$ cat src/include/fpe_regs.svh
// Register offsets, field positions and reset values of the pending-exception unit.
`ifndef FPE_REGS_SVH
`define FPE_REGS_SVH
`define FPE_AW 8
`define FPE_OFF_STATUS 8'h00
`define FPE_OFF_MASK 8'h04
`define FPE_OFF_IRQ_STAT 8'h08
`define FPE_OFF_IRQ_MASK 8'h0c
`define FPE_OFF_IMAGE 8'h10
`define FPE_NFLAG 6
`define FPE_FLAG_INV 0
`define FPE_BIT_STACK_FAULT 6
`define FPE_BIT_PEND 7
`define FPE_BIT_INTDIS 8
`define FPE_MASK_INIT 6'h3f
`define FPE_NIRQ 3
`define FPE_IRQ_STACK_FAULT 0
`define FPE_IRQ_PEND 1
`define FPE_IRQ_DLV 2
`define FPE_FULL_IMAGE 8'h6c
`define FPE_ENV_IMAGE 8'h1c
`define FPE_STATUS_POS 8'h04
`define FPE_RESP_OKAY 2'h0
`define FPE_RESP_SLVERR 2'h2
`endif
$ cat src/include/fpe_pkg.sv
// Types shared by the pending-exception unit and its register front end.
package fpe_pkg;
  typedef enum logic [1:0] {fpe_cls_int, fpe_cls_wait, fpe_cls_waitfp, fpe_cls_nowaitfp} fpe_cls_t;
  typedef enum logic [2:0] {fpe_op_none, fpe_op_push, fpe_op_pop, fpe_op_full_save, fpe_op_env_store,
    fpe_op_full_restore, fpe_op_env_restore, fpe_op_clear} fpe_op_t;
  typedef enum logic [1:0] {fpe_cause_intr, fpe_cause_nmi, fpe_cause_system_management_int,
    fpe_cause_other} fpe_cause_t;
  typedef struct packed {
    fpe_cls_t cls;
    fpe_op_t op;
    logic [5:0] load_flags;
    logic [5:0] load_masks;
  } fpe_instr_t;
  typedef struct packed {
    logic en;
    logic [7:0] addr;
    logic [31:0] data;
    logic [3:0] strb;
  } fpe_wreq_t;
endpackage

$ cat src/core/fpe_axil_slave.sv
// AXI4-Lite slave front end that turns bus transfers into register strobes.
`timescale 1ns/1ps
`include "fpe_regs.svh"
module fpe_axil_slave (
  input logic aclk,
  input logic aresetn,
  input logic [`FPE_AW-1:0] s_axi_awaddr,
  input logic s_axi_awvalid,
  output logic s_axi_awready,
  input logic [31:0] s_axi_wdata,
  input logic [3:0] s_axi_wstrb,
  input logic s_axi_wvalid,
  output logic s_axi_wready,
  output logic [1:0] s_axi_bresp,
  output logic s_axi_bvalid,
  input logic s_axi_bready,
  input logic [`FPE_AW-1:0] s_axi_araddr,
  input logic s_axi_arvalid,
  output logic s_axi_arready,
  output logic [31:0] s_axi_rdata,
  output logic [1:0] s_axi_rresp,
  output logic s_axi_rvalid,
  input logic s_axi_rready,
  output fpe_pkg::fpe_wreq_t wreq,
  input logic wr_err,
  output logic [`FPE_AW-1:0] rd_addr,
  input logic [31:0] rd_data,
  input logic rd_err
);
  logic aw_full_reg, w_full_reg, wfire, aw_take, w_take, ar_take;
  logic [`FPE_AW-1:0] awaddr_reg;
  logic [31:0] wdata_reg;
  logic [3:0] wstrb_reg;

  // Address and data are held separately so they may arrive in either order.
  assign s_axi_awready = !aw_full_reg && !s_axi_bvalid;
  assign s_axi_wready = !w_full_reg && !s_axi_bvalid;
  assign s_axi_arready = !s_axi_rvalid;
  assign aw_take = s_axi_awvalid && s_axi_awready;
  assign w_take = s_axi_wvalid && s_axi_wready;
  assign ar_take = s_axi_arvalid && s_axi_arready;
  assign wfire = aw_full_reg && w_full_reg && !s_axi_bvalid;
  assign wreq = '{en: wfire, addr: awaddr_reg, data: wdata_reg, strb: wstrb_reg};
  assign rd_addr = s_axi_araddr;

  always_ff @(posedge aclk)
  begin
    if (!aresetn)
    begin
      aw_full_reg <= 1'b0;
      w_full_reg <= 1'b0;
      awaddr_reg <= '0;
      wdata_reg <= '0;
      wstrb_reg <= '0;
    end
    else
    begin
      if (aw_take)
      begin
        aw_full_reg <= 1'b1;
        awaddr_reg <= s_axi_awaddr;
      end
      else if (wfire)
        aw_full_reg <= 1'b0;
      if (w_take)
      begin
        w_full_reg <= 1'b1;
        wdata_reg <= s_axi_wdata;
        wstrb_reg <= s_axi_wstrb;
      end
      else if (wfire)
        w_full_reg <= 1'b0;
    end
  end

  always_ff @(posedge aclk)
  begin
    if (!aresetn)
    begin
      s_axi_bvalid <= 1'b0;
      s_axi_bresp <= `FPE_RESP_OKAY;
      s_axi_rvalid <= 1'b0;
      s_axi_rdata <= '0;
      s_axi_rresp <= `FPE_RESP_OKAY;
    end
    else
    begin
      if (wfire)
      begin
        s_axi_bvalid <= 1'b1;
        s_axi_bresp <= wr_err ? `FPE_RESP_SLVERR : `FPE_RESP_OKAY;
      end
      else if (s_axi_bready)
        s_axi_bvalid <= 1'b0;
      if (ar_take)
      begin
        s_axi_rvalid <= 1'b1;
        s_axi_rdata <= rd_data;
        s_axi_rresp <= rd_err ? `FPE_RESP_SLVERR : `FPE_RESP_OKAY;
      end
      else if (s_axi_rready)
        s_axi_rvalid <= 1'b0;
    end
  end
endmodule

$ cat src/core/fpe_stack_track.sv
// Register-stack occupancy tracker that flags pushes when full and pops when empty.
`timescale 1ns/1ps
module fpe_stack_track #(
  parameter int DEPTH = 8
) (
  input logic aclk,
  input logic aresetn,
  input logic push,
  input logic pop,
  input logic reinit,
  output logic fault,
  output logic [$clog2(DEPTH+1)-1:0] depth_reg
);
  localparam int CW = $clog2(DEPTH + 1);
  localparam logic [CW-1:0] FULL = CW'(DEPTH);
  logic over, under;

  // A faulting push or pop leaves the occupancy untouched so the handler can fix up the stack.
  assign over = push && (depth_reg == FULL);
  assign under = pop && (depth_reg == '0);
  assign fault = over || under;

  always_ff @(posedge aclk)
  begin
    if (!aresetn || reinit)
      depth_reg <= '0;
    else if (push && !over)
      depth_reg <= depth_reg + CW'(1);
    else if (pop && !under)
      depth_reg <= depth_reg - CW'(1);
  end
endmodule

$ cat src/core/fpe_unit.sv
// Floating-point pending-exception unit with stall, delivery and register access.
// ---------------------------------------------------------------
// Function
// RULE1: A push onto a full register stack or a pop from an empty one sets the stack fault flag and the invalid flag.
// RULE2: While an unmasked exception is pending the next wait or waiting instruction is stalled and the handler invoked.
// RULE3: The stall is suppressed while the ignore-numeric-error input is high or for a no-wait instruction.
// RULE4: Delivery may come at any time up to the next waiting instruction, and software keeps handler operands until then.
// RULE5: A wait instruction forces a pending unmasked exception to be delivered before anything after it runs.
// RULE6: Entering a handler through a maskable, non-maskable or system-management interrupt disables external interrupts.
// RULE7: The no-wait full save reinitialises the unit after storing, the no-wait environment store only masks all.
// RULE8: Restoring a set flag whose mask is clear requests another exception at once.
// RULE9: Handler software clears the active flags before returning, or avoids waiting instructions while they stay.
// RULE10: The full image is 108 bytes, the environment image 28 bytes, and the status word sits at byte offset four.
// RULE11: Software gives the extended save a 512-byte area aligned on a 16-byte boundary.
// RULE12: The pending bit is latched and holds until software clears the flags behind it; the unit also drops it once those flags are masked.
// ---------------------------------------------------------------
`timescale 1ns/1ps
`include "fpe_regs.svh"
module fpe_unit #(
  parameter int STACK_DEPTH = 8
) (
  input logic aclk,
  input logic aresetn,
  input logic [`FPE_AW-1:0] s_axi_awaddr,
  input logic s_axi_awvalid,
  output logic s_axi_awready,
  input logic [31:0] s_axi_wdata,
  input logic [3:0] s_axi_wstrb,
  input logic s_axi_wvalid,
  output logic s_axi_wready,
  output logic [1:0] s_axi_bresp,
  output logic s_axi_bvalid,
  input logic s_axi_bready,
  input logic [`FPE_AW-1:0] s_axi_araddr,
  input logic s_axi_arvalid,
  output logic s_axi_arready,
  output logic [31:0] s_axi_rdata,
  output logic [1:0] s_axi_rresp,
  output logic s_axi_rvalid,
  input logic s_axi_rready,
  input logic instr_valid,
  input fpe_pkg::fpe_instr_t instr,
  output logic instr_ready,
  input logic num_exc_valid,
  input logic [`FPE_NFLAG-1:0] num_exc_flags,
  input logic ignore_numeric_error_input,
  output logic fault_request,
  input logic handler_entry,
  input fpe_pkg::fpe_cause_t handler_cause,
  input logic int_reenable,
  output logic ext_int_disable,
  output logic irq
);
  typedef enum logic {fpe_dlv_idle, fpe_dlv_hold} fpe_dlv_t;

  fpe_pkg::fpe_wreq_t wreq;
  fpe_dlv_t dlv_reg, dlv_next;
  logic [`FPE_AW-1:0] rd_addr;
  logic [31:0] rd_data;
  logic rd_err, wr_err;
  logic [`FPE_NFLAG-1:0] flags_reg, flags_next, masks_reg, masks_next, flags_base, masks_base, sw_clr, hw_set;
  logic stk_flag_reg, stk_flag_next, stk_flag_base, pend_reg, pend_next, stk_fault;
  logic [`FPE_NIRQ-1:0] irq_stat_reg, irq_stat_next, irq_mask_reg, irq_ev;
  logic accept, waiting, stall, int_dis_reg, int_dis_set;
  logic wr_status, wr_mask, wr_irq_stat, wr_irq_mask;
  logic op_save, op_env, op_restore, op_clear;
  logic [$clog2(STACK_DEPTH+1)-1:0] depth;

  // ---------------------------------------------------------------
  // Register bus
  // ---------------------------------------------------------------
  fpe_axil_slave u_bus (
    .aclk(aclk),
    .aresetn(aresetn),
    .s_axi_awaddr(s_axi_awaddr),
    .s_axi_awvalid(s_axi_awvalid),
    .s_axi_awready(s_axi_awready),
    .s_axi_wdata(s_axi_wdata),
    .s_axi_wstrb(s_axi_wstrb),
    .s_axi_wvalid(s_axi_wvalid),
    .s_axi_wready(s_axi_wready),
    .s_axi_bresp(s_axi_bresp),
    .s_axi_bvalid(s_axi_bvalid),
    .s_axi_bready(s_axi_bready),
    .s_axi_araddr(s_axi_araddr),
    .s_axi_arvalid(s_axi_arvalid),
    .s_axi_arready(s_axi_arready),
    .s_axi_rdata(s_axi_rdata),
    .s_axi_rresp(s_axi_rresp),
    .s_axi_rvalid(s_axi_rvalid),
    .s_axi_rready(s_axi_rready),
    .wreq(wreq),
    .wr_err(wr_err),
    .rd_addr(rd_addr),
    .rd_data(rd_data),
    .rd_err(rd_err)
  );

  // Only the low byte lane carries the flag, mask and interrupt fields.
  assign wr_status = wreq.en && wreq.addr == `FPE_OFF_STATUS && wreq.strb[0];
  assign wr_mask = wreq.en && wreq.addr == `FPE_OFF_MASK && wreq.strb[0];
  assign wr_irq_stat = wreq.en && wreq.addr == `FPE_OFF_IRQ_STAT && wreq.strb[0];
  assign wr_irq_mask = wreq.en && wreq.addr == `FPE_OFF_IRQ_MASK && wreq.strb[0];
  assign wr_err = !(wreq.addr inside {`FPE_OFF_STATUS, `FPE_OFF_MASK, `FPE_OFF_IRQ_STAT, `FPE_OFF_IRQ_MASK,
    `FPE_OFF_IMAGE});
  assign rd_err = !(rd_addr inside {`FPE_OFF_STATUS, `FPE_OFF_MASK, `FPE_OFF_IRQ_STAT, `FPE_OFF_IRQ_MASK,
    `FPE_OFF_IMAGE});
  assign rd_data =
    (rd_addr == `FPE_OFF_STATUS) ? {23'h0, int_dis_reg, pend_reg, stk_flag_reg, flags_reg} :
    (rd_addr == `FPE_OFF_MASK) ? {26'h0, masks_reg} :
    (rd_addr == `FPE_OFF_IRQ_STAT) ? {29'h0, irq_stat_reg} :
    (rd_addr == `FPE_OFF_IRQ_MASK) ? {29'h0, irq_mask_reg} :
    (rd_addr == `FPE_OFF_IMAGE) ? {8'h0, `FPE_STATUS_POS, `FPE_ENV_IMAGE, `FPE_FULL_IMAGE} : // see RULE10
    32'h0;

  // ---------------------------------------------------------------
  // Instruction issue and stall
  // ---------------------------------------------------------------
  assign waiting = instr.cls == fpe_pkg::fpe_cls_wait || instr.cls == fpe_pkg::fpe_cls_waitfp;
  // Delivery is held back to the next waiting instruction, the latest point allowed. see RULE4
  assign stall = instr_valid && pend_reg && waiting && !ignore_numeric_error_input; // see RULE2 see RULE3 see RULE5
  assign instr_ready = !stall;
  assign accept = instr_valid && instr_ready;
  assign op_save = accept && instr.op == fpe_pkg::fpe_op_full_save;
  assign op_env = accept && instr.op == fpe_pkg::fpe_op_env_store;
  assign op_restore = accept && (instr.op == fpe_pkg::fpe_op_full_restore || instr.op == fpe_pkg::fpe_op_env_restore);
  assign op_clear = accept && instr.op == fpe_pkg::fpe_op_clear;

  fpe_stack_track #(
    .DEPTH(STACK_DEPTH)
  ) u_stack (
    .aclk(aclk),
    .aresetn(aresetn),
    .push(accept && instr.op == fpe_pkg::fpe_op_push),
    .pop(accept && instr.op == fpe_pkg::fpe_op_pop),
    .reinit(op_save),
    .fault(stk_fault),
    .depth_reg(depth)
  );

  // ---------------------------------------------------------------
  // Flags, masks and the pending bit
  // ---------------------------------------------------------------
  assign flags_base = (op_save || op_clear) ? '0 : op_restore ? instr.load_flags : flags_reg; // see RULE7 see RULE8
  assign masks_base = (op_save || op_env) ? `FPE_MASK_INIT : op_restore ? instr.load_masks :
    wr_mask ? wreq.data[`FPE_NFLAG-1:0] : masks_reg; // see RULE7
  assign stk_flag_base = (op_save || op_clear) ? 1'b0 : stk_flag_reg;
  assign sw_clr = wr_status ? wreq.data[`FPE_NFLAG-1:0] : '0;
  assign hw_set = (num_exc_valid ? num_exc_flags : '0) | (stk_fault ? `FPE_NFLAG'(1) << `FPE_FLAG_INV : '0); // see RULE1
  // A new exception in the cycle of a clear survives, since the set term is applied last.
  assign flags_next = (flags_base & ~sw_clr) | hw_set;
  assign stk_flag_next = (stk_flag_base && !(wr_status && wreq.data[`FPE_BIT_STACK_FAULT])) || stk_fault; // see RULE1
  assign masks_next = masks_base;
  // Pending follows the flags, not the instruction stream, so integer work never drops it.
  assign pend_next = |(flags_next & ~masks_next); // see RULE8 see RULE12

  always_ff @(posedge aclk)
  begin
    if (!aresetn)
    begin
      flags_reg <= '0;
      masks_reg <= `FPE_MASK_INIT;
      stk_flag_reg <= 1'b0;
      pend_reg <= 1'b0;
    end
    else
    begin
      flags_reg <= flags_next;
      masks_reg <= masks_next;
      stk_flag_reg <= stk_flag_next;
      pend_reg <= pend_next;
    end
  end

  // ---------------------------------------------------------------
  // Fault delivery and interrupt recognition
  // ---------------------------------------------------------------
  always_comb
  begin
    dlv_next = dlv_reg;
    case (dlv_reg)
      fpe_dlv_idle:
        if (stall)
          dlv_next = fpe_dlv_hold;
      fpe_dlv_hold:
        if (!stall)
          dlv_next = fpe_dlv_idle;
      default:
        dlv_next = fpe_dlv_idle;
    endcase
  end

  // One request per stall episode; the core takes the handler while the instruction waits.
  assign fault_request = dlv_reg == fpe_dlv_idle && stall; // see RULE2 see RULE5
  assign int_dis_set = handler_entry && handler_cause != fpe_pkg::fpe_cause_other; // see RULE6
  assign ext_int_disable = int_dis_reg;

  always_ff @(posedge aclk)
  begin
    if (!aresetn)
    begin
      dlv_reg <= fpe_dlv_idle;
      int_dis_reg <= 1'b0;
    end
    else
    begin
      dlv_reg <= dlv_next;
      int_dis_reg <= int_dis_set || (int_dis_reg && !int_reenable);
    end
  end

  // ---------------------------------------------------------------
  // Interrupt status and mask
  // ---------------------------------------------------------------
  assign irq_ev = {fault_request, pend_next && !pend_reg, stk_fault};
  assign irq_stat_next = (irq_stat_reg & ~(wr_irq_stat ? wreq.data[`FPE_NIRQ-1:0] : '0)) | irq_ev;
  assign irq = |(irq_stat_reg & irq_mask_reg);

  always_ff @(posedge aclk)
  begin
    if (!aresetn)
    begin
      irq_stat_reg <= '0;
      irq_mask_reg <= '0;
    end
    else
    begin
      irq_stat_reg <= irq_stat_next;
      if (wr_irq_mask)
        irq_mask_reg <= wreq.data[`FPE_NIRQ-1:0];
    end
  end
endmodule

$ cat config.mk
export PLATFORM = sky130hd
export DESIGN_NAME = fpe_unit
export DESIGN_NICKNAME = d
export VERILOG_FILES = /design/src/include/fpe_pkg.sv /design/src/core/fpe_axil_slave.sv /design/src/core/fpe_stack_track.sv /design/src/core/fpe_unit.sv
export VERILOG_INCLUDE_DIRS = /design/src /design/src/include
export SDC_FILE = /design/constraint.sdc
export NUM_CORES = 1
export LEC_CHECK = 0
export ABC_AREA = 1
export BUFFER_PORTS_ARGS = -buffer_cell sky130_fd_sc_hd__buf_2
export CAP_MARGIN = 20
export CORE_MARGIN = 3
export CORE_UTILIZATION = 54
export CTS_BUF_LIST = sky130_fd_sc_hd__clkbuf_8
export DETAILED_ROUTE_END_ITERATION = 10
export GPL_ROUTABILITY_DRIVEN = 0
export PLACE_DENSITY = 0.89
export REMOVE_ABC_BUFFERS = 1
export SLEW_MARGIN = 20
export SYNTH_ARGS = -nofsm -noshare
export SYNTH_HDL_FRONTEND = slang
export SYNTH_SLANG_ARGS = --single-unit
$ cat constraint.sdc
create_clock -name aclk -period 4.5 [get_ports aclk]
set_input_delay 0.45 -clock aclk [delete_from_list [all_inputs] [get_ports aclk]]
set_output_delay 0.45 -clock aclk [all_outputs]
set_load 0.1 [all_outputs]
After elaboration in Yosys (flattened, before gate mapping):

Cells that the tools add are included.

* memories kept: 0
* bits in writable memories: 0
* input bits: 89
* register bits: 82
* bits in read-only memories: 0
* logic and storage cells: 145
* latch bits: 0
* output and inout bits: 45

* $mul: 0
* muxes and demuxes: 27
* shift operators: 0
* divide/modulo/power cells: 0
* $add $sub $neg: 2
* eq/ne operators: 19
* reduce and logical (&&, ||, !) cells: 67
* order comparisons: 0
* bitwise operators: 11

Operators with widths (count)
* $mux W19: 5
* $mux W6: 7
* $logic_and A1 B1 Y1: 35
* $eq A8 B4 Y1 const B: 4
* $eq A8 B3 Y1 const B: 2
* $eq A8 B5 Y1 const B: 2
* $logic_not A8 Y1: 2
* $and A6 B6 Y6: 2
* $eq A3 B3 Y1 const B: 4
* $logic_not A1 Y1: 12
* $not A6 Y6: 2
* $mux W1: 10
* $reduce_bool A2 Y1: 5
* $reduce_bool A5 Y1: 2
* $logic_or A1 B1 Y1: 8
* $mux W4: 2
* $and A3 B3 Y3: 2
* $eq A3 B2 Y1 const B: 2
* $or A6 B1 Y6: 1
* $or A6 B6 Y6: 1
* $reduce_or A6 Y1: 1
* $add A4 B1 Y4 const B: 1
* $eq A4 B4 Y1 const B: 1
* $logic_not A4 Y1: 1
* other kinds (11): 12

Longest topological paths before layout:

* word-level depth: 16
* gate-level depth with buffers: 16
* gate-level depth less buffers: 15

Hierarchy:

From an unflattened synthesis, not the netlist that was laid out.

* cells, all modules: 800
* area, all modules: 5395.2 um^2

By module, submodules not included
* fpe_axil_slave: instances 1, area an instance 3387.0 um^2, seq. area each 1641.6 um^2, cells each 474
* fpe_unit: instances 1, area an instance 1676.6 um^2, seq. area each 440.4 um^2, cells each 281
* fpe_stack_track: instances 1, area an instance 331.6 um^2, seq. area each 80.1 um^2, cells each 45

Worst setup path before layout:

OpenSTA, ideal clock, no wires.

* kind: register -> register
* from: register u_bus.s_axi_bvalid
* to: register u_bus.wstrb_reg[0]
* path slack: 1.446 ns
* buffers on the path: 1
* required time: 4.372 ns
* arrival time: 2.927 ns
* stages on the path, launching flop included: 6
* period minus slack after synthesis: 3.054 ns
* setup time: 0.128 ns
* cell sequence: dfxtp_1 > nor2_1 > nand2_1 > clkbuf_1 > o21ai_0 > a21oi_1

* word-level cells in the longest chain between the ends: 3

Ends and longest elaborated chain
* start, declared: line fpe_axil_slave.sv:15 `output logic s_axi_bvalid,`
* start signal, assigned: line fpe_axil_slave.sv:80 `s_axi_bvalid <= 1'b0;`
* start signal, assigned: line fpe_axil_slave.sv:90 `s_axi_bvalid <= 1'b1;`
* start signal, assigned: line fpe_axil_slave.sv:94 `s_axi_bvalid <= 1'b0;`
* $logic_not A1 Y1: line fpe_axil_slave.sv:37 `assign s_axi_wready = !w_full_reg && !s_axi_bvalid;`
* $logic_and A1 B1 Y1: line fpe_axil_slave.sv:37
* net s_axi_wready: line fpe_unit.sv:30 `output logic s_axi_wready,`
* $logic_and A1 B1 Y1: line fpe_axil_slave.sv:40 `assign w_take = s_axi_wvalid && s_axi_wready;`
* end signal, assigned: line fpe_axil_slave.sv:69 `wstrb_reg <= s_axi_wstrb;`
* end, declared: line fpe_axil_slave.sv:33 `logic [3:0] wstrb_reg;`

The timed path passes the listed nets, and every way through them passes these cells.
A chain may end at the register's enable or synchronous reset.

Worst setup path after layout:

* from: register pend_reg
* to: output port fault_request

* word-level cells in the longest chain between the ends: 4

Ends and longest elaborated chain
* start, declared: line fpe_unit.sv:62 `logic stk_flag_reg, stk_flag_next, stk_flag_base, pend_reg, pend_next, stk_fault;`
* start signal, assigned: line fpe_unit.sv:171 `pend_reg <= pend_next;`
* $logic_and A1 B1 Y1 (3 in a row): line fpe_unit.sv:121 `assign stall = instr_valid && pend_reg && waiting && !ignore_numeric_error_input;`
* $logic_and A1 B1 Y1: line fpe_unit.sv:194 `assign fault_request = dlv_reg == fpe_dlv_idle && stall;`
* end, declared: line fpe_unit.sv:47 `output logic fault_request,`

Every way passes these cells.

==> impl_metrics.py <==
metrics = {
    "global_route": {
        "grt_max_degree": 36,
        "gr-total-overflow": 0,
        "grt_first_pass_wirelength_microns": 12200,
        "grt_util_all_layers_pct": 21.6,
        "grtUsageMet2_pct": 35.0,
        "first_global_vias": 2793,
        "use_met1_pct": 25.8,
        "busiest_layer": "met2",
        "antenna_found_initial": 0,
        "globalRouteMet3Util_pct": 8.23,
    },
    "clock_tree": {
        "cts_made_buffers": 9,
        "cts.path.max_buffers": 2,
        "cts.hold.buffers_added": 0,
        "post_cts_resized": 0,
        "clk_pin_slew_ps": 60,
        "cts_sinks": 58,
        "cts_tree": "done",
        "clock_latency_ps": 340,
        "clockRootBuffer": "clkbuf_8",
        "htreeDepth": 3,
        "post_cts_buffers": 0,
    },
    "final_layout": {
        "final_util_pct": 65.6,
        "final_cell_count_no_fill": 638,
        "area_growth_pct": 15.3,
        "multi_input_area_sq_um": 1590,
        "nFillCells": 510,
        "final_common_cell": "nand2_1",
        "seq_area_sq_um": 1160,
        "most-common-layout-cells": "nand2_1, buf_2, inv_1",
        "fin_nets": 654,
        "layout-drive-gt1-share_pct": 20.8,
        "antennaDiodeCount": 0,
        "largest_reg_flops": 10,
    },
    "timing": {
        "layout_setup_ws_ps": 2200,
        "finalCriticalPeriod_ps": 2300,
        "slew_viol_final": 0,
        "period_share_pct": 51.1,
        "fmax_ghz": 0.435,
        "relSlewSlack_pct": 50.0,
        "finClkSkew_ps": 8.26,
        "setup_viol": 0,
        "worstMarginPinSlew_ps": 749,
        "rsz0062_at_grt": "no",
        "setup_tns_ps": 0,
        "hold_viol_final": 0,
    },
    "logic_synthesis": {
        "seq_area_frac_synth_pct": 36.2,
        "synth-xor-area-share_pct": 0.273,
        "muxShareOfSynthArea_pct": 0,
        "synth_area_per_cell_sq_um": 6.63,
        "syn-cell-area_sq_um": 3210,
        "synthAdderAreaFrac_pct": 1.40,
        "synthDistinctLibCells": 31,
        "synth_cells": 484,
        "ys_warn_count": 0,
        "synth_seq_cells": 58,
        "synth_compound_area_share_pct": 15.9,
        "synth_top_family_by_area": "simple AND/OR/NAND/NOR gates",
        "yosys.area_share.simple_pct": 29.7,
    },
    "route": {
        "drt_iter0_drc": 185,
        "vias": 3204,
        "route.detailed.drc": 0,
        "drt_wl_total_microns": 7440,
        "first_pass_iters": 5,
        "antenna_left": 0,
        "vias_per_cell": 5.02,
        "wl_per_cell_microns": 11.7,
    },
    "die": {
        "die_area_sq_um": 6910,
        "die_h_microns": 83.1,
        "core_sq_um": 5640,
        "io_pins": 134,
        "dieWidth_microns": 83.1,
        "start_util_pct": 56.9,
        "std_cell_rows": 27,
    },
    "worst_setup_path": {
        "startpoint_type": "register",
        "r2r-start": "pend_reg",
        "end_kind": "primary output",
        "crit_start": "pend_reg",
        "r2r-end": "u_stack.depth_reg[3]",
        "cp_data_required_time_ps": 4050,
        "ff2ff_setup_slack_ps": 2380,
        "worstSetupPathType": "reg -> out",
        "crit_fanout": 15,
        "rr_worst_depth": 11,
        "cp.arrival_ps": 1850,
    },
    "job": {
        "maxCapViolCount": 0,
    },
    "hold_path": {
        "worstHoldEndpoint": "u_bus.awaddr_reg[4]",
        "hp-class": "in -> reg",
        "min_path_cells": 3,
        "min_from": "s_axi_awaddr[4]",
    },
    "power_and_ir_drop": {
        "vdd_drop_max_mv": 0.246,
        "seqPwrFrac_pct": 42.6,
        "swShare_pct": 37.1,
        "p_switching_uw": 500,
        "total_power_uw": 1350,
        "share_comb_of_total_power_pct": 27.0,
        "power_density_nw_per_um2": 364,
        "clkPwrFrac_pct": 30.5,
        "internal_power_uw": 848,
        "p_leak_uw": 0.00196,
    },
    "placed_design": {
        "dp_hpwl_microns": 5620,
        "placed_cells": 623,
        "dp_slack_ps": 2070,
        "port_buffers": 84,
    },
    "run_status": {
        "status": "completed",
    },
}
power groups by stage:
stage | Combinational (uW) | Sequential (uW) | Clock, uW
2_1_floorplan | 223 | 644 | 0
3_3_place_gp | 355 | 583 | 0
3_5_place_dp | 361 | 584 | 0
4_1_cts | 363 | 573 | 421
5_1_grt | 393 | 578 | 448
6_report | 363 | 574 | 411
per-stage QoR:
step	instance area, sq um	hold slack (ps)
finish	3700	362
global placement	3530	452
detailed placement	3530	458
CTS	3700	351
floorplan	3020	439
global route	3700	354
worst max-delay path, cell delays in order (launching register included):
cell and delay (ps):
dfxtp_1 390, nand2_1 80, nor2_1 120, nand2_2 190, nor2_1 250, buf_2 470
per-layer routing:
layer | vias to the layer above | share of wire [%]
met5 | - | 0
met4 | 0 | 1.8
met3 | 11 | 7.8
met2 | 113 | 47
met1 | 1421 | 43
li1 | 1659 | -
cells by family (layout without fill, tap and decap cells):
family | after synthesis | in the layout
AND/OR/NAND/NOR | 220 | 220
buffers and inverters | 108 | 170
AO/OA/AOI/OAI | 93 | 93
flip-flops | 58 | 58
adder cells (fa/ha/maj) | 3 | 3
other | 1 | 21
XOR/XNOR | 1 | 1
Yosys cell counts (all sizes together):
library cell / instances / area (sq um)
nand2: 120 / 465
inv: 71 / 267
dfxtp: 58 / 1160
nor2: 57 / 241
a21oi: 45 / 225
o21ai: 34 / 170
buf: 31 / 241
nand3: 30 / 165
nand4: 10 / 62.6
clkbuf: 6 / 22.5
o211ai: 5 / 37.5
a211oi: 3 / 22.5
o2111ai: 3 / 32.5
ha: 2 / 25.0
nor3: 2 / 10.0
conb: 1 / 3.75
fa: 1 / 20.0
nor3b: 1 / 7.51
o21a: 1 / 7.51
o22ai: 1 / 6.26
o31ai: 1 / 7.51
xor2: 1 / 8.76
area by class of cell:
cell class                      instances  share of cell area (%)
Inverter                               71                    7.20
Clock inverter                          4                   0.507
Timing Repair Buffer                   84                    11.4
Sequential cell                        58                    31.4
Tap cell                               72                    2.43
Multi-Input combinational cell        338                    43.1
Clock buffer                           11                    4.09
worst max-delay path by stage:
stage | end | slack, ps | cells past startpoint
2_1_floorplan | u_bus.s_axi_rdata[12] | 1050 | 2
3_3_place_gp | u_stack.depth_reg[3] | 2190 | 12
3_5_place_dp | u_stack.depth_reg[3] | 2070 | 12
4_1_cts | fault_request | 2190 | 5
5_1_grt | fault_request | 2070 | 5
6_report | fault_request | 2200 | 5
Power figures use the tool's default switching activity.
